<file path="config.mk">
export PLATFORM = sky130hd
export DESIGN_NAME = pgp_top
export DESIGN_NICKNAME = d
export VERILOG_FILES = /design/src/hdl/pgp_pkg.sv /design/src/hdl/pgp_top.sv /design/src/hdl/pgp_pin.sv
export SDC_FILE = /design/constraint.sdc
export NUM_CORES = 1
export LEC_CHECK = 0
export ABC_AREA = 1
export BUFFER_PORTS_ARGS = -buffer_cell sky130_fd_sc_hd__buf_2
export CAP_MARGIN = 20
export CORE_ASPECT_RATIO = 1.4
export CORE_MARGIN = 2
export CORE_UTILIZATION = 55
export CTS_CLUSTER_DIAMETER = 120
export DETAILED_ROUTE_END_ITERATION = 8
export GPL_TIMING_DRIVEN = 0
export PLACE_DENSITY = 0.77
export SLEW_MARGIN = 20
export SYNTH_ARGS = -nofsm -noshare
export SYNTH_HDL_FRONTEND = slang
export SYNTH_HIERARCHICAL = 1
export SYNTH_SLANG_ARGS = --single-unit
</file>
<file path="constraint.sdc">
create_clock -name clk_in -period 1.6 [get_ports clk_in]
set_input_delay 0.16 -clock clk_in [delete_from_list [all_inputs] [get_ports clk_in]]
set_output_delay 0.16 -clock clk_in [all_outputs]
set_load 0.01 [all_outputs]
</file>
<file path="src/hdl/pgp_pkg.sv">
`default_nettype none
package pgp_pkg;
  localparam int NUM_PINS = 5;
  localparam int CLK_HZ = 25_000_000;
  localparam int PWM_FREQ_HZ = 100;
  localparam int PWM_STEPS = 100;
  localparam int SAMPLE_FREQ_HZ = 32;
  localparam int PWM_STEP_CYCLES = CLK_HZ / (PWM_FREQ_HZ * PWM_STEPS);
  localparam int SAMPLE_CYCLES = CLK_HZ / SAMPLE_FREQ_HZ;

  localparam logic [7:0] DUTY_HIGH = 8'h64;
  localparam logic [7:0] REPLY_BAUD = 8'h61;
  localparam logic [7:0] REPLY_SET = 8'h62;
  localparam logic [31:0] BAUD_DEFAULT = 32'h0000_4B00;

  localparam logic [4:0] OFS_SET = 5'h00;
  localparam logic [4:0] OFS_QUERY = 5'h04;
  localparam logic [4:0] OFS_RESULT = 5'h08;
  localparam logic [4:0] OFS_BAUD = 5'h0C;
  localparam logic [4:0] OFS_BOOT = 5'h10;
  localparam logic [4:0] OFS_REPLY = 5'h14;

  localparam int SET_IDX_LSB = 0;
  localparam int SET_OUT_LSB = 8;
  localparam int SET_CFG_LSB = 16;
  localparam int SET_CFG_PRESENT = 24;
  localparam int BOOT_STORE = 0;
  localparam int BOOT_RELOAD = 1;
  localparam int REPLY_VALID = 8;
  localparam int REPLY_REJECT = 9;

  typedef enum logic [2:0] {
    PGP_DRV_UP_PD = 3'b000,
    PGP_DRV_STRONG = 3'b001,
    PGP_DRV_HIZ = 3'b010,
    PGP_DRV_PU_DN = 3'b011,
    PGP_DRV_SLOW_UP = 3'b100,
    PGP_DRV_SLOW = 3'b101,
    PGP_DRV_RSVD = 3'b110,
    PGP_DRV_SLOW_DN = 3'b111
  } pgp_drive_t;

  typedef struct packed {
    logic func;
    pgp_drive_t drive_mode_field;
  } pgp_cfg_t;

  typedef struct packed {
    logic o;
    logic oe;
    logic pull_up;
    logic pull_dn;
    logic slow;
  } pgp_pad_t;

  localparam pgp_cfg_t CFG_DEFAULT_HIZ = '{func: 1'b0, drive_mode_field: PGP_DRV_HIZ};
  localparam pgp_cfg_t CFG_DEFAULT_SENSE = '{func: 1'b0, drive_mode_field: PGP_DRV_PU_DN};
endpackage
`default_nettype wire

</file>
<file path="src/hdl/pgp_top.sv">
// Contract
// - Baud change answers 0x61 first at old rate, then switches.
// - Link rate defaults to 19200 unless a saved rate exists.
// - New rate survives power-up only after store; then starts at stored rate. Code: reset clears the stored rate to 19200; only a reload applies it.
// - Five user pins, shared with power control and sensor functions.
// - Output can be constant low, constant high or 100 Hz PWM.
// - Pins sampled continuously at 32 Hz; latest level kept for queries.
// - Rising and falling edges since last query recorded per pin.
// - Only periodic samples are seen; glitches between them vanish.
// - Output byte 0 low, 1-99 duty percent, 100 high; above invalid.
// - Config byte optional, 0-15; bit 3 function, bits 2-0 drive.
// - Drive modes 000 to 011 as pull-down, strong, hi-Z, pull-up.
// - Drive modes 100 to 111 slow variants; 110 reserved.
// - Function 1 follows user output; 0 uses default role, drive kept.
// - Accepted pin set answers with 0x62, no data.
// - Pin configuration is part of the stored boot state.
// - Read reports the sampled actual pin level.
// - Read returns requested output level exactly as stored.
// - Read returns function and drive in set layout, upper bits zero.
`default_nettype none
module pgp_top #(
  parameter int NUM_PINS = pgp_pkg::NUM_PINS,
  parameter int PWM_STEP_CYCLES = pgp_pkg::PWM_STEP_CYCLES,
  parameter int SAMPLE_CYCLES = pgp_pkg::SAMPLE_CYCLES
) (
  input wire logic clk_in,
  input wire logic arst_n_in,
  input wire logic [4:0] avs_address_in,
  input wire logic avs_read_in,
  input wire logic avs_write_in,
  input wire logic [31:0] avs_writedata_in,
  input wire logic [3:0] avs_byteenable_in,
  output logic [31:0] avs_readdata_out,
  output logic avs_waitrequest_out,
  input wire logic [NUM_PINS-1:0] pin_in,
  input wire logic [NUM_PINS-1:0] alt_level_in,
  output logic [NUM_PINS-1:0] pin_out,
  output logic [NUM_PINS-1:0] pin_oe_out,
  output logic [NUM_PINS-1:0] pin_pull_up_out,
  output logic [NUM_PINS-1:0] pin_pull_dn_out,
  output logic [NUM_PINS-1:0] pin_slow_out,
  output logic [31:0] baud_rate_out
);
  logic [7:0] duty [NUM_PINS];
  pgp_pkg::pgp_cfg_t cfg [NUM_PINS];
  logic [7:0] boot_duty [NUM_PINS];
  pgp_pkg::pgp_cfg_t boot_cfg [NUM_PINS];
  logic [31:0] boot_baud;
  logic [31:0] pending_baud;
  logic baud_pending;
  logic [7:0] reply_type;
  logic reply_valid;
  logic reply_reject;
  logic [31:0] result;
  logic [NUM_PINS-1:0] pin_meta;
  logic [NUM_PINS-1:0] pin_sync;
  logic [NUM_PINS-1:0] sampled;
  logic [NUM_PINS-1:0] rise_seen;
  logic [NUM_PINS-1:0] fall_seen;
  logic [31:0] sample_cnt;
  logic sample_tick;
  logic sample_primed;
  logic [31:0] step_cnt;
  logic [6:0] phase;
  logic [31:0] sample_gap;

  function automatic pgp_pkg::pgp_cfg_t factory_cfg(input int idx);
    // Pin 1 senses host power through a pull-up; the others rest as inputs
    return (idx == 1) ? pgp_pkg::CFG_DEFAULT_SENSE : pgp_pkg::CFG_DEFAULT_HIZ;
  endfunction

  logic accept;
  logic wr_ok;
  logic [7:0] set_idx;
  logic [7:0] set_out;
  logic [7:0] set_cfg_raw;
  logic set_cfg_present;
  logic set_valid;
  logic do_set;
  logic set_bad;
  logic do_query;
  logic [7:0] query_idx;
  logic do_baud;
  logic do_store;
  logic do_reload;
  logic reply_read;

  assign accept = (avs_read_in || avs_write_in) && !avs_waitrequest_out;
  assign wr_ok = accept && avs_write_in && (avs_byteenable_in == 4'hF);
  assign set_idx = avs_writedata_in[pgp_pkg::SET_IDX_LSB +: 8];
  assign set_out = avs_writedata_in[pgp_pkg::SET_OUT_LSB +: 8];
  assign set_cfg_raw = avs_writedata_in[pgp_pkg::SET_CFG_LSB +: 8];
  assign set_cfg_present = avs_writedata_in[pgp_pkg::SET_CFG_PRESENT];
  assign set_valid = (set_idx < 8'(NUM_PINS))
    && (set_out <= pgp_pkg::DUTY_HIGH)
    && !(set_cfg_present && set_cfg_raw[7:4] != 4'h0);
  assign do_set = wr_ok && avs_address_in == pgp_pkg::OFS_SET && set_valid;
  assign set_bad = wr_ok && avs_address_in == pgp_pkg::OFS_SET && !set_valid;
  assign query_idx = avs_writedata_in[7:0];
  assign do_query = wr_ok && avs_address_in == pgp_pkg::OFS_QUERY
    && query_idx < 8'(NUM_PINS);
  assign do_baud = wr_ok && avs_address_in == pgp_pkg::OFS_BAUD && avs_writedata_in != 32'h0;
  assign do_store = wr_ok && avs_address_in == pgp_pkg::OFS_BOOT
    && avs_writedata_in[pgp_pkg::BOOT_STORE];
  assign do_reload = wr_ok && avs_address_in == pgp_pkg::OFS_BOOT
    && avs_writedata_in[pgp_pkg::BOOT_RELOAD];
  assign reply_read = accept && avs_read_in && avs_address_in == pgp_pkg::OFS_REPLY;

  // One wait cycle per access keeps read data a plain register
  always_ff @(posedge clk_in or negedge arst_n_in) begin
    if (!arst_n_in) begin
      avs_waitrequest_out <= 1'b1;
    end else begin
      avs_waitrequest_out <= !((avs_read_in || avs_write_in) && avs_waitrequest_out);
    end
  end

  always_ff @(posedge clk_in or negedge arst_n_in) begin
    if (!arst_n_in) begin
      avs_readdata_out <= 32'h0;
    end else if ((avs_read_in || avs_write_in) && avs_waitrequest_out) begin
      case (avs_address_in)
        pgp_pkg::OFS_RESULT: avs_readdata_out <= result;
        pgp_pkg::OFS_BAUD: avs_readdata_out <= baud_rate_out;
        pgp_pkg::OFS_REPLY: avs_readdata_out <= {22'h0, reply_reject, reply_valid, reply_type};
        default: avs_readdata_out <= 32'h0;
      endcase
    end
  end

  // Live pin settings and their stored copies
  for (genvar i = 0; i < NUM_PINS; i++) begin : g_cfg
    always_ff @(posedge clk_in or negedge arst_n_in) begin
      if (!arst_n_in) begin
        duty[i] <= 8'h00;
        cfg[i] <= factory_cfg(i);
      end else if (do_reload) begin
        duty[i] <= boot_duty[i];
        cfg[i] <= boot_cfg[i];
      end else if (do_set && set_idx == 8'(i)) begin
        duty[i] <= set_out;
        if (set_cfg_present) begin
          cfg[i] <= pgp_pkg::pgp_cfg_t'(set_cfg_raw[3:0]);
        end
      end
    end

    always_ff @(posedge clk_in or negedge arst_n_in) begin
      if (!arst_n_in) begin
        boot_duty[i] <= 8'h00;
        boot_cfg[i] <= factory_cfg(i);
      end else if (do_store) begin
        boot_duty[i] <= duty[i];
        boot_cfg[i] <= cfg[i];
      end
    end
  end

  // Baud: old rate holds until the acknowledge has been collected
  always_ff @(posedge clk_in or negedge arst_n_in) begin
    if (!arst_n_in) begin
      baud_rate_out <= pgp_pkg::BAUD_DEFAULT;
      pending_baud <= pgp_pkg::BAUD_DEFAULT;
      baud_pending <= 1'b0;
    end else if (do_baud) begin
      pending_baud <= avs_writedata_in;
      baud_pending <= 1'b1;
    end else if (reply_read && baud_pending) begin
      baud_rate_out <= pending_baud;
      baud_pending <= 1'b0;
    end else if (do_reload) begin
      baud_rate_out <= boot_baud;
    end
  end

  always_ff @(posedge clk_in or negedge arst_n_in) begin
    if (!arst_n_in) begin
      boot_baud <= pgp_pkg::BAUD_DEFAULT;
    end else if (do_store) begin
      boot_baud <= baud_rate_out;
    end
  end

  // New reply beats the read that collects the old one
  always_ff @(posedge clk_in or negedge arst_n_in) begin
    if (!arst_n_in) begin
      reply_type <= 8'h00;
      reply_valid <= 1'b0;
      reply_reject <= 1'b0;
    end else if (do_baud) begin
      reply_type <= pgp_pkg::REPLY_BAUD;
      reply_valid <= 1'b1;
      reply_reject <= 1'b0;
    end else if (do_set) begin
      reply_type <= pgp_pkg::REPLY_SET;
      reply_valid <= 1'b1;
      reply_reject <= 1'b0;
    end else if (set_bad) begin
      reply_type <= pgp_pkg::REPLY_SET;
      reply_valid <= 1'b1;
      reply_reject <= 1'b1;
    end else if (reply_read) begin
      reply_valid <= 1'b0;
    end
  end

  // Query snapshot: level and edges, request and config as stored
  always_ff @(posedge clk_in or negedge arst_n_in) begin
    if (!arst_n_in) begin
      result <= 32'h0;
    end else if (do_query) begin
      result <= {4'h0, 4'(cfg[query_idx[2:0]]),
                 duty[query_idx[2:0]],
                 5'h00, fall_seen[query_idx[2:0]], rise_seen[query_idx[2:0]],
                 sampled[query_idx[2:0]],
                 query_idx};
    end
  end

  // Shared timebases for PWM phase and input sampling
  always_ff @(posedge clk_in or negedge arst_n_in) begin
    if (!arst_n_in) begin
      step_cnt <= 32'h0;
      phase <= 7'h00;
    end else if (step_cnt == 32'(PWM_STEP_CYCLES - 1)) begin
      step_cnt <= 32'h0;
      phase <= (phase == 7'(pgp_pkg::PWM_STEPS - 1)) ? 7'h00 : phase + 7'h01;
    end else begin
      step_cnt <= step_cnt + 32'h1;
    end
  end

  always_ff @(posedge clk_in or negedge arst_n_in) begin
    if (!arst_n_in) begin
      sample_cnt <= 32'h0;
      sample_tick <= 1'b0;
    end else begin
      sample_tick <= (sample_cnt == 32'(SAMPLE_CYCLES - 1));
      sample_cnt <= (sample_cnt == 32'(SAMPLE_CYCLES - 1)) ? 32'h0 : sample_cnt + 32'h1;
    end
  end

  // First tick only loads the samples, so reset never fakes an edge
  always_ff @(posedge clk_in or negedge arst_n_in) begin
    if (!arst_n_in) begin
      sample_primed <= 1'b0;
    end else if (sample_tick) begin
      sample_primed <= 1'b1;
    end
  end

  always_ff @(posedge clk_in or negedge arst_n_in) begin
    if (!arst_n_in) begin
      pin_meta <= '0;
      pin_sync <= '0;
    end else begin
      pin_meta <= pin_in;
      pin_sync <= pin_meta;
    end
  end

  for (genvar i = 0; i < NUM_PINS; i++) begin : g_pin
    pgp_pkg::pgp_pad_t pad;

    // Only tick-time levels count, so short pulses are missed by design
    always_ff @(posedge clk_in or negedge arst_n_in) begin
      if (!arst_n_in) begin
        sampled[i] <= 1'b0;
      end else if (sample_tick) begin
        sampled[i] <= pin_sync[i];
      end
    end

    // An edge seen in the query cycle survives the clear
    always_ff @(posedge clk_in or negedge arst_n_in) begin
      if (!arst_n_in) begin
        rise_seen[i] <= 1'b0;
        fall_seen[i] <= 1'b0;
      end else begin
        if (sample_tick && sample_primed && pin_sync[i] && !sampled[i]) begin
          rise_seen[i] <= 1'b1;
        end else if (do_query && query_idx == 8'(i)) begin
          rise_seen[i] <= 1'b0;
        end
        if (sample_tick && sample_primed && !pin_sync[i] && sampled[i]) begin
          fall_seen[i] <= 1'b1;
        end else if (do_query && query_idx == 8'(i)) begin
          fall_seen[i] <= 1'b0;
        end
      end
    end

    pgp_pin u_pin (
      .clk_in(clk_in),
      .arst_n_in(arst_n_in),
      .duty_in(duty[i]),
      .cfg_in(cfg[i]),
      .alt_level_in(alt_level_in[i]),
      .phase_in(phase),
      .pad_out(pad)
    );

    assign pin_out[i] = pad.o;
    assign pin_oe_out[i] = pad.oe;
    assign pin_pull_up_out[i] = pad.pull_up;
    assign pin_pull_dn_out[i] = pad.pull_dn;
    assign pin_slow_out[i] = pad.slow;
  end

  always_ff @(posedge clk_in or negedge arst_n_in) begin
    if (!arst_n_in) begin
      sample_gap <= 32'h0;
    end else begin
      // Tick cycle counts as one, so a full period reads exactly SAMPLE_CYCLES
      sample_gap <= sample_tick ? 32'h1 : sample_gap + 32'h1;
    end
  end

  a_set_reply: assert property (@(posedge clk_in) disable iff (!arst_n_in)
    do_set |=> (reply_valid && reply_type == pgp_pkg::REPLY_SET && !reply_reject))
    else $error("accepted set without 0x62 reply");
  a_baud_ack_first: assert property (@(posedge clk_in) disable iff (!arst_n_in)
    (do_baud && avs_writedata_in != baud_rate_out) |=> ($stable(baud_rate_out)
     && reply_type == pgp_pkg::REPLY_BAUD && reply_valid))
    else $error("rate switched before acknowledge");
  a_baud_switch: assert property (@(posedge clk_in) disable iff (!arst_n_in)
    (reply_read && baud_pending) |=> (baud_rate_out == $past(pending_baud) && !reply_valid))
    else $error("rate not switched after acknowledge");
  a_bad_index: assert property (@(posedge clk_in) disable iff (!arst_n_in)
    (wr_ok && avs_address_in == pgp_pkg::OFS_SET && set_idx >= 8'(NUM_PINS))
    |=> (reply_reject && reply_valid))
    else $error("out of range pin index accepted");
  a_sample_period: assert property (@(posedge clk_in) disable iff (!arst_n_in)
    sample_gap <= 32'(SAMPLE_CYCLES))
    else $error("input sample interval too long");
  a_duty_range: assert property (@(posedge clk_in) disable iff (!arst_n_in)
    do_set |=> (duty[$past(set_idx[2:0])] == $past(set_out)
     && duty[$past(set_idx[2:0])] <= pgp_pkg::DUTY_HIGH))
    else $error("stored duty above full scale");
  a_edge_rise: assert property (@(posedge clk_in) disable iff (!arst_n_in)
    (sample_tick && sample_primed && pin_sync[0] && !sampled[0]) |=> rise_seen[0])
    else $error("rising edge not recorded");
  a_wait_single: assert property (@(posedge clk_in) disable iff (!arst_n_in)
    !avs_waitrequest_out |=> avs_waitrequest_out)
    else $error("waitrequest low for more than one cycle");
endmodule
`default_nettype wire

</file>
<file path="src/hdl/pgp_pin.sv">
`default_nettype none
module pgp_pin (
  input wire logic clk_in,
  input wire logic arst_n_in,
  input wire logic [7:0] duty_in,
  input wire pgp_pkg::pgp_cfg_t cfg_in,
  input wire logic alt_level_in,
  input wire logic [6:0] phase_in,
  output pgp_pkg::pgp_pad_t pad_out
);
  function automatic pgp_pkg::pgp_pad_t drive(input logic lvl, input pgp_pkg::pgp_drive_t m);
    pgp_pkg::pgp_pad_t p;
    p = '0;
    case (m)
      pgp_pkg::PGP_DRV_UP_PD: begin
        p.oe = lvl;
        p.o = lvl;
        p.pull_dn = !lvl;
      end
      pgp_pkg::PGP_DRV_STRONG: begin
        p.oe = 1'b1;
        p.o = lvl;
      end
      pgp_pkg::PGP_DRV_PU_DN: begin
        p.oe = !lvl;
        p.pull_up = lvl;
      end
      pgp_pkg::PGP_DRV_SLOW_UP: begin
        p.oe = lvl;
        p.o = lvl;
        p.slow = 1'b1;
      end
      pgp_pkg::PGP_DRV_SLOW: begin
        p.oe = 1'b1;
        p.o = lvl;
        p.slow = 1'b1;
      end
      pgp_pkg::PGP_DRV_SLOW_DN: begin
        p.oe = !lvl;
        p.slow = 1'b1;
      end
      // Reserved code parks the pin, safest for unknown loads
      default: p = '0;
    endcase
    return p;
  endfunction

  logic level;
  // Phase runs 0..99, so duty 0 never rises and 100 never falls
  assign level = cfg_in.func ? ({1'b0, phase_in} < duty_in) : alt_level_in;

  always_ff @(posedge clk_in or negedge arst_n_in) begin
    if (!arst_n_in) begin
      pad_out <= '0;
    end else begin
      pad_out <= drive(level, cfg_in.drive_mode_field);
    end
  end

  a_full_duty_high: assert property (@(posedge clk_in) disable iff (!arst_n_in)
    (cfg_in.func && duty_in == pgp_pkg::DUTY_HIGH
     && cfg_in.drive_mode_field == pgp_pkg::PGP_DRV_STRONG) |=> (pad_out.o && pad_out.oe))
    else $error("full duty pin not driven high");
  a_zero_duty_low: assert property (@(posedge clk_in) disable iff (!arst_n_in)
    (cfg_in.func && duty_in == 8'h00 && cfg_in.drive_mode_field == pgp_pkg::PGP_DRV_STRONG)
    |=> (!pad_out.o && pad_out.oe))
    else $error("zero duty pin not driven low");
  a_hiz_mode_idle: assert property (@(posedge clk_in) disable iff (!arst_n_in)
    (cfg_in.drive_mode_field == pgp_pkg::PGP_DRV_HIZ) |=> (pad_out == '0))
    else $error("input mode pin is driven");
endmodule
`default_nettype wire

</file>
; After elaboration in Yosys (flattened, before gate mapping)
; Cells that the tools add are included.
[totals]
wordCells = 366
reg_bits = 406
latch_bits = 0
mem_bits_rw = 0
output_inout_bits = 90
romBits = 0
memories = 0
[classes]
n_reduce_logical = 131
div_mod_pow = 0
bitwise = 2
n_addsub = 3
n_eq_ne = 38
magnitude_cmp = 9
n_mux = 96
n_shift = 0
mul = 0
[op_table]
columns = op, count
row1 = 2-to-1 mux 32 bit, 4
row2 = 2-to-1 mux 8 bit, 15
row3 = one-hot mux 32 bit (3 select lines), 1
row4 = "adder 32 x 1 -> 32 bit, second input constant", 2
row5 = 2-to-1 mux 1 bit, 52
row6 = 2-to-1 mux 4 bit, 13
row7 = logical AND 1 bit, 51
row8 = "== test 3 bit, second input constant", 15
row9 = less-than comparator 7 x 8 -> 1 bit, 5
row10 = nonzero test 2 bit, 18
row11 = "== test 32 x 12 -> 1 bit, second input constant", 1
row12 = "== test 32 x 20 -> 1 bit, second input constant", 1
row13 = nonzero test 32 bit, 1
row14 = OR reduction 2 bit, 15
row15 = binary-select mux 8 bit (select 3 bit), 1
row16 = OR reduction 4 bit, 5
row17 = zero test 1 bit, 19
row18 = "== test 8 x 2 -> 1 bit, second input constant", 2
row19 = "== test 3 x 1 -> 1 bit, second input constant", 5
row20 = "== test 3 x 2 -> 1 bit, second input constant", 5
row21 = zero test 3 bit, 5
row22 = one-hot mux 1 bit (3 select lines), 5
row23 = OR reduction 3 bit, 5
row24 = binary-select mux 4 bit (select 3 bit), 1
row25 = 22 further kinds, 32

; Logic depth before layout (Yosys ltp)
; Gate-level depths: netlist of the first run.
[logic_depth]
ltp_word = 9
ltp_mapped = 11

; Modules after synthesis
; The synthesis of the first run kept the hierarchy.
[modules_own_cells]
columns = mod, area_per_inst_um2, n_inst, cells_each, seq_area_each_um2
row1 = pgp_top, 17853.4, 1, 2176, 9440.3
row2 = pgp_pin, 377.9, 5, 53, 125.1

; Least setup slack after synthesis of the first run
; No wires, ideal clock.
[synth_timing]
path_type = flip-flop to flip-flop
start = reg sample_cnt[0]
end = reg sample_cnt[18]
arrival_time_ps = 1517
path_stages_with_launch = 11
path_slack_ps = -31
required_time_ps = 1487
path_cell_list = dfrtp_1 > ha_1 > nand2_1 > nor2_1 > nand2_1 > nor2_1 > nand2_1 > nor3_1 > nand3_1 > nand2_1 > inv_1
[synth_via]
elab_chain_cells = 2
[synth_lines]
columns = item, line_no
row1 = from (decl), pgp_top.sv:60  ; logic [31:0] sample_cnt;
row2 = from (signal assigned), pgp_top.sv:239  ; sample_cnt <= (sample_cnt == 32'(SAMPLE_CYCLES - 1)) ? 32'h0 : sample_cnt + 32'h1;
row3 = adder 32 x 1 -> 32 bit or == test 32 x 20 -> 1 bit (tied branches), pgp_top.sv:239
row4 = 2-to-1 mux 32 bit (*), pgp_top.sv:239
; Mark *: on every way between the ends. The rest lies on a longest branch, timed or not.
; A chain may end at the register's enable or synchronous reset.

; Worst setup path after layout of the first run
[layout_timing]
start = reg avs_waitrequest_out
end = reg duty[22] (netlist name)
[layout_via]
elab_chain_cells = 8
[layout_lines]
columns = item, line_no
row1 = from (decl), pgp_top.sv:34  ; output logic avs_waitrequest_out,
row2 = from (signal assigned), pgp_top.sv:114  ; avs_waitrequest_out <= !((avs_read_in || avs_write_in) && avs_waitrequest_out);
row3 = zero test 1 bit (*), pgp_top.sv:88  ; assign accept = (avs_read_in || avs_write_in) && !avs_waitrequest_out;
row4 = logical AND 1 bit (*), pgp_top.sv:88
row5 = logical AND 1 bit (*) (2 in series), pgp_top.sv:89  ; assign wr_ok = accept && avs_write_in && (avs_byteenable_in == 4'hF);
row6 = logical AND 1 bit (2 in series), pgp_top.sv:97  ; assign do_set = wr_ok && avs_address_in == pgp_pkg::OFS_SET && set_valid;
row7 = logical AND 1 bit, pgp_top.sv:140  ; end else if (do_set && set_idx == 8'(i)) begin
row8 = nonzero test 2 bit (no line), n/a
row9 = "to (signal, indexed assignment)", pgp_top.sv:138  ; duty[i] <= boot_duty[i];
row10 = "to (signal, indexed assignment)", pgp_top.sv:141  ; duty[i] <= set_out;
row11 = to (decl), pgp_top.sv:44  ; logic [7:0] duty [NUM_PINS];
; Marked as above.

==> flow_summary_export.csv, run 1 <==
group,metric,value,unit
critical_path,slowest_stage,"dfstp_2",
critical_path,required,2.01,ns
critical_path,start_kind,"flop",
cells_and_area,final_common_cell,"nand2_1",
critical_path,timing_worst_setup_path_type,"reg -> reg",
logic_synthesis,synth.avg_cell_area,8.09,µm²
logic_synthesis,synth_cells,2441,
detailed_routing,antenna_left,0,
floorplanning,start_util,55.5,%
grt,track_usage,33.5,%
sta,hold_violations,97,
floorplanning,rows,82,
cells_and_area,fin_nets,2888,
detailed_routing,routed_via_density,6.04,
critical_path,end_kind,"flop",
sta,slew_headroom,39.6,%
cells_and_area,multi_input_area,0.0101,mm²
clocking,ctsHtreeMaxLevel,2,
logic_synthesis,async_flop_share,100,%
clocking,cts_tree,"built",
sta,tns,-45.71,ns
logic_synthesis,synth_warnings,6,
floorplanning,core_area,0.0356,mm²
critical_path,path_buf_inv,3,
grt,grt-ovfl-total,0,
logic_synthesis,ys_seq_elements,401,
logic_synthesis,synth_ff_type,"dfrtp_1",
floorplanning,io_pins,145,
critical_path,crit_chain,"nor2_4 -> nand4_4 -> buf_6 -> nor2_4 -> buf_12 -> buf_4 -> nand3_2 -> nand3_1 -> nand3_1",
critical_path,cp_max_fo,8,
detailed_routing,drt-pass1-iter-count,8,
detailed_routing,dr.first_iter.drc_count,2379,
cells_and_area,seqCellArea,0.0101,mm²
clocking,clk_latency,0.56,ns
clocking,numCtsBuffers,40,
logic_synthesis,synth_fa_ha_area_share,2.15,%
logic_synthesis,yosys.area_share.simple,28.0,%
clocking,path_clk_slew,0.07,ns
logic_synthesis,synth_compound_area_share,7.92,%
critical_path,crit_arrival,2.33,ns
grt,antenna_found_initial,2,
status,violations,"hold timing, setup timing",
cells_and_area,area_delta_synth_final,38.3,%
sta,fmax,0.520,GHz
logic_synthesis,synth_fp_nets,2530,
detailed_routing,wl_per_cell,22.3,µm
power,power.total,21.4,mW
logic_synthesis,yosysUniqueCellTypes,47,
grt,grt_pass1_vias,18700,
sta,layout_worst_path_cycle_share,120,%
place,gp_congestion,0.946,
clocking,ctsHoldBuffers,41,
floorplanning,dieArea,0.0374,mm²
logic_synthesis,synth_top_family_by_area,"simple AND/OR/NAND/NOR gates",
critical_path,critPathTopFamily,"simple AND/OR/NAND/NOR gates",
logic_synthesis,synth_xor_area_share,2.31,%
cells_and_area,stdcell_area,0.0273,mm²
sta,hold_slack,-0.464,ns
detailed_routing,drt_drc_violations_left,0,
sta,min_period,1.92,ns
cells_and_area,n_fill_cell,2157,
hold_path,hp-class,"in -> async",
logic_synthesis,synthesis.area,0.0197,mm²
sta,slew_viol_final,0,
power,ir_worst_vdd,868,µV
floorplanning,die_w,164,µm
cells_and_area,layout_common_cells,"nand2_1, dfrtp_1, inv_1",
detailed_routing,wl,73600,µm
grt,grt_max_degree,100,
place,hpwlAfterDp,42300,µm
place,place_area,0.0212,mm²
sta,fin_ws,-0.321,ns
power,power.density,783,mW/mm²
sta,worstMarginPinSlew,0.906,ns
place,post-place-ws,-0.547,ns
clocking,cts_max_path_buffers,3,
floorplanning,die_y,228,µm
status,outcome,"finished with violations",
logic_synthesis,ys_seq_area_share,51.0,%
clocking,cts-root-buf,"clkbuf_16",
detailed_routing,vias,19900,
sta,finalSetupViolCount,282,
sta,finalClockSkew,0.0281,ns
grt,grt_pass1_wl,97800,µm
logic_synthesis,synth_enable_flop_cells,0,
run,maxCapViolCount,0,
clocking,cts.sinks,401,
power,power_leakage,13.0,nW
sta,rsz0062_at_grt,"true",
place,io_buffers,141,
cells_and_area,drive_above_1_share,34.1,%
critical_path,slowest_delay,0.38,ns
logic_synthesis,muxShareOfSynthArea,0,%
sequential cells by signal (all words and copies together) (netlist names), 3 cells and up:
| register | flops |
|---|---|
| g_pin.u_pin/pad_out | 25 |
| rise_seen | 5 |
| avs_readdata_out | 32 |
| boot_duty | 40 |
| boot_cfg | 20 |
| sampled | 5 |
| pin_sync | 5 |
| duty | 40 |
| boot_baud | 32 |
| cfg | 20 |
| pending_baud | 32 |
| phase | 7 |
| baud_rate_out | 32 |
| result | 23 |
| pin_meta | 5 |
| reply_type | 3 |
| step_cnt | 32 |
| fall_seen | 5 |
| sample_cnt | 32 |
metrics by stage:
stage,cells,utilization (%)
3_5_place_dp,3048,59.4
4_1_cts,3215,68.6
3_3_place_gp,3044,59.1
6_report,3292,76.7
2_1_floorplan,2441,-
5_1_grt,3292,76.7
synth_stat cells, types with 29 or more instances:
master	count	area, µm²
a21oi_1	34	170
buf_2	29	145
clkbuf_1	44	165
dfrtp_1	376	9410
ha_1	34	425
inv_1	288	1080
nand2_1	740	2780
nand3_1	210	1050
nand4_1	29	181
nor2_1	125	469
nor3_1	54	270
o21ai_0	181	906
o22ai_1	29	181
xor2_1	45	394
worst paths after layout:
path                                               endpoint                           from  cells past startpoint  slack [ns]
max in group asynchronous                cfg[9]$_DFFE_PN1P_                      arst_n_in                      4        0.25
min reg2reg                           pin_sync[2]$_DFF_PN0_          pin_meta[2]$_DFF_PN0_                      0        0.34
min                        avs_readdata_out[10]$_DFFE_PN0P_                      arst_n_in                      1       -0.46
min in group clk_in                 reply_valid$_DFFE_PN0P_                    avs_read_in                      4        0.04
max reg2reg                            duty[22]$_DFFE_PN0P_  avs_waitrequest_out$_DFF_PN1_                      9       -0.32
max                                    duty[22]$_DFFE_PN0P_  avs_waitrequest_out$_DFF_PN1_                      9       -0.32
repair_timing:
item / in CTS / in global routing
setup buffers: 45 / 50
pin swaps: 31 / 77
hold endpoints to repair: 119 / 67
gates cloned: 10 / 28
resized for setup: 309 / 587
setup endpoints to repair: 344 / 343
metal layers:
metal | GRT usage [%] | vias up | wire (µm)
met1 | 38.6 | 9437 | 23400
li1 | - | 8531 | -
met5 | 0 | - | 21
met3 | 5.53 | 541 | 7320
met4 | 21.1 | 2 | 7510
met2 | 57.2 | 1371 | 35300
cell families after synthesis:
group / count (synthesis)
buffers and inverters: 416
adder cells (fa/ha/maj): 34
AO/OA/AOI/OAI: 291
XOR/XNOR: 52
flip-flops: 401
AND/OR/NAND/NOR: 1247
area by class of cell:
class / instances / share of cell area [%]
tap: 462 / 2.12
clock inverter: 23 / 1.01
timing repair inverter: 3 / 0.115
inverter: 326 / 4.75
antenna: 1 / 0.00917
clock buffer: 49 / 3.98
buffer: 89 / 3.81
multi-input combinational: 1628 / 37.0
timing repair buffer: 310 / 10.2
sequential: 401 / 37.0
power by group:
group / internal, mW / leakage (nW) / switching [mW]
Sequential: 10.2 / 5.24 / 0.0494
Clock: 5.70 / 0.663 / 4.26
Combinational: 0.337 / 7.09 / 0.800
Note: power is estimated with default switching activity, not from simulation.
==> run 2, diff against run 1 <==
--- a/config.mk
+++ b/config.mk
@@ -5,16 +5,15 @@
 export SDC_FILE = /design/constraint.sdc
 export NUM_CORES = 1
 export LEC_CHECK = 0
-export ABC_AREA = 1
 export BUFFER_PORTS_ARGS = -buffer_cell sky130_fd_sc_hd__buf_2
 export CAP_MARGIN = 20
 export CORE_ASPECT_RATIO = 1.4
 export CORE_MARGIN = 2
-export CORE_UTILIZATION = 55
+export CORE_UTILIZATION = 54
 export CTS_CLUSTER_DIAMETER = 120
 export DETAILED_ROUTE_END_ITERATION = 8
 export GPL_TIMING_DRIVEN = 0
-export PLACE_DENSITY = 0.77
+export PLACE_DENSITY = 0.76
 export SLEW_MARGIN = 20
 export SYNTH_ARGS = -nofsm -noshare
 export SYNTH_HDL_FRONTEND = slang
==> run 2 against run 1 <==
Against the previous run:
- the run still ends with hold timing, setup timing left
- design area shrank 3.7%
- clock skew shrank 0.0049 ns
- count of clock-buffer cells in the layout grew 5
- non-clock buffer count grew 12
- flip-flop and latch count is the same
- maximum frequency shrank 20%
- highest routed layer unchanged
==> flow_summary_export.csv, run 2 <==
group,metric,value,unit
sta,min_period,2.41,ns
logic_synthesis,yosysUniqueCellTypes,65,
power,power.density,804,mW/mm²
hold_path,min_path_cells,3,
power,netSwitchingFraction,23.8,%
critical_path,critPathTopFamily,"buffers and inverters",
clocking,cts_max_path_buffers,3,
logic_synthesis,synth_fp_nets,1753,
detailed_routing,wl_per_cell,29.6,µm
critical_path,timing_worst_setup_path_type,"in -> reg",
critical_path,start_kind,"input pin",
critical_path,crit_arrival,2.83,ns
detailed_routing,drt_drc_violations_left,0,
power,ir_worst_vdd,768,µV
cells_and_area,drive_above_1_share,45.7,%
logic_synthesis,ys_seq_elements,401,
run,maxCapViolCount,0,
detailed_routing,antenna_left,0,
floorplanning,dieArea,0.0360,mm²
critical_path,slowest_stage,"o22ai_1",
grt,antenna_found_initial,5,
cells_and_area,reg_top3,"boot_duty: 40 flops, duty: 40 flops",
grt,grt-ovfl-total,0,
hold_path,hp-class,"in -> reg",
power,p_clk_share,45.6,%
place,io_buffers,136,
logic_synthesis,async_flop_share,100,%
sta,finalClockSkew,0.0232,ns
critical_path,path_buf_inv,3,
place,post-place-ws,-1.16,ns
clocking,cts.sinks,401,
hold_path,whs_endpoint,"cfg[17]$_DFFE_PN1P_",
logic_synthesis,synthesis.area,0.0186,mm²
power,power_leakage,12.5,nW
clocking,clk_latency,0.58,ns
logic_synthesis,synth_warnings,6,
critical_path,slowest_delay,0.76,ns
status,outcome,"finished with violations",
logic_synthesis,synth_cells,1664,
sta,hold_slack,-0.000309,ns
critical_path,worst_r2r_endpoint,"phase[1]$_DFFE_PN0N_",
grt,track_usage,35.9,%
power,power.total,21.1,mW
critical_path,cp_max_fo,10,
cells_and_area,area_delta_synth_final,41.3,%
floorplanning,die_w,161,µm
detailed_routing,dr.first_iter.drc_count,1985,
logic_synthesis,ys_top_cells_by_count,"dfrtp_1, nand2_1, nor2_1",
floorplanning,io_pins,145,
clocking,cts_tree,"built",
cells_and_area,post-route-util,77.2,%
sta,fin_ws,-0.812,ns
sta,slew_headroom,16.3,%
cells_and_area,final_common_cell,"dfrtp_1",
cells_and_area,n_fill_cell,1772,
hold_path,hold_start,"avs_writedata_in[17]",
power,p_seq_share,48.7,%
clocking,ctsHtreeMaxLevel,2,
sta,worstMarginPinSlew,1.25,ns
clocking,numCtsBuffers,38,
grt,grt_pass1_vias,16800,
critical_path,r2r-start,"step_cnt[13]$_DFF_PN0_",
place,hpwlAfterDp,35400,µm
detailed_routing,routed_via_density,6.66,
logic_synthesis,ys_seq_area_share,54.1,%
sta,layout_worst_path_cycle_share,151,%
critical_path,end_kind,"flop",
sta,hold_violations,1,
sta,finalSetupViolCount,330,
logic_synthesis,synth_enable_flop_cells,0,
cells_and_area,fin_nets,2113,
floorplanning,die_y,224,µm
floorplanning,start_util,54.6,%
critical_path,required,2.02,ns
place,gp_congestion,0.988,
power,p_int,16.1,mW
logic_synthesis,synth_area_leaders,"dfrtp_1, mux2_2, mux2i_1",
clocking,path_clk_slew,0.08,ns
floorplanning,core_area,0.0340,mm²
critical_path,reg2reg_depth,6,
sta,fmax,0.415,GHz
grt,grt_max_degree,99,
floorplanning,rows,80,
sta,slew_viol_final,0,
power,power_frac_comb,5.7,%
power,power.net_switching,5.03,mW
cells_and_area,layout_common_cells,"dfrtp_1, buf_2, mux2_2",
detailed_routing,vias,16700,
logic_synthesis,synth_ff_type,"dfrtp_1",
detailed_routing,drt-pass1-iter-count,6,
logic_synthesis,synth.avg_cell_area,11.2,µm²
grt,grt_pass1_wl,97900,µm
logic_synthesis,yosysMostFrequentCell,"dfrtp_1",
detailed_routing,wl,73900,µm
critical_path,regToRegSetupSlack,-0.66,ns
critical_path,crit_chain,"buf_2 -> clkbuf_1 -> clkdlybuf4s18_2 -> mux2i_1 -> nor2_1 -> o22ai_1 -> o21ai_1",
sta,rsz0062_at_grt,"true",
clocking,cts-root-buf,"clkbuf_16",
status,violations,"hold timing, setup timing",
logic_synthesis,yosysTopAreaCell,"dfrtp_1",
logic_synthesis,netlist.area_leader.share,50.6,%
run 2: power by group through the flow:
stage / combinational, mW / clock [mW] / sequential (mW)
final: 1.20 / 9.64 / 10.3
after global routing: 1.25 / 10.0 / 10.3
after CTS: 1.03 / 9.44 / 10.3
after detailed placement: 0.903 / 0 / 10.5
after global placement: 0.843 / 0 / 10.5
after floorplan: 0.352 / 0 / 10.5
run 2: what timing repair did:
action,in CTS,in global routing
setup buffers,96,48
endpoints found under the setup margin,356,368
pin swaps,79,90
gates resized for setup,344,335
endpoints found under the hold margin,260,0
gates cloned,32,3
hold buffers,26,0
run 2: layout make-up:
type	instances	area, µm²	share of cell area, %
flip-flops and latches	401	10100	38.4
well taps	451	564	2.15
clock buffers	54	1110	4.23
clock inverters	10	154	0.586
multi-input cells	1108	9970	37.9
repair buffers	327	3100	11.8
inverters	64	240	0.914
plain buffers	84	1040	3.95
diodes	3	7.51	0.0286
run 2: tightest hold or removal path, delay by kind of cell:
kind / cells / cell delay, ns
compound gates: 1 / 0.07
mux: 1 / 0.18
buf+inv: 1 / 0.16
run 2: through the flow:
stage	TNS [ns]	hold WS, ns	cell area, µm²	cells
finish	-113.07	-0.000309	26300	2502
global route	-126.93	0.0165	26300	2499
CTS	-104.03	0.000129	24800	2469
detailed placement	-230.79	0.0909	20400	2255
global placement	-2997.72	0.269	20300	2251
floorplan	-65.71	-0.136	19000	1664
run 2: logic make-up (layout without fill, tap and decap cells):
group	count (synthesis)	count (layout)	share of synthesized area [%]
flops	401	401	54.1
compound gates	263	263	8.95
xor+xnor	61	61	2.87
other cells	0	3	0
mux	226	226	13.5
buf+inv	155	539	3.74
fa+ha+maj	34	34	2.29
simple gates	524	524	14.5
run 2: metal layers:
layer / vias to the layer above / GRT usage (%) / share of wire (%)
met2: 1258 / 59.5 / 46
met5: - / 0 / 0.051
met4: 6 / 28.2 / 11
met1: 8222 / 38.1 / 32
met3: 593 / 11.2 / 11
li1: 6582 / - / -
run 2: worst max-delay path by stage:
| stage | from | cells after the start | end | slack, ns |
|---|---|---|---|---|
| after floorplan | step_cnt[13]$_DFF_PN0_ | 4 | phase[1]$_DFFE_PN0N_ | -0.48 |
| after global placement | arst_n_in | 1 | boot_cfg[4]$_DFFE_PN0P_ | -7.14 |
| after detailed placement | avs_address_in[4] | 9 | baud_rate_out[16]$_DFFE_PN0P_ | -1.16 |
| after CTS | step_cnt[13]$_DFF_PN0_ | 6 | phase[4]$_DFFE_PN0N_ | -0.63 |
| after global routing | avs_writedata_in[0] | 7 | result[19]$_DFFE_PN0P_ | -0.74 |
| final | avs_writedata_in[0] | 7 | result[19]$_DFFE_PN0P_ | -0.81 |
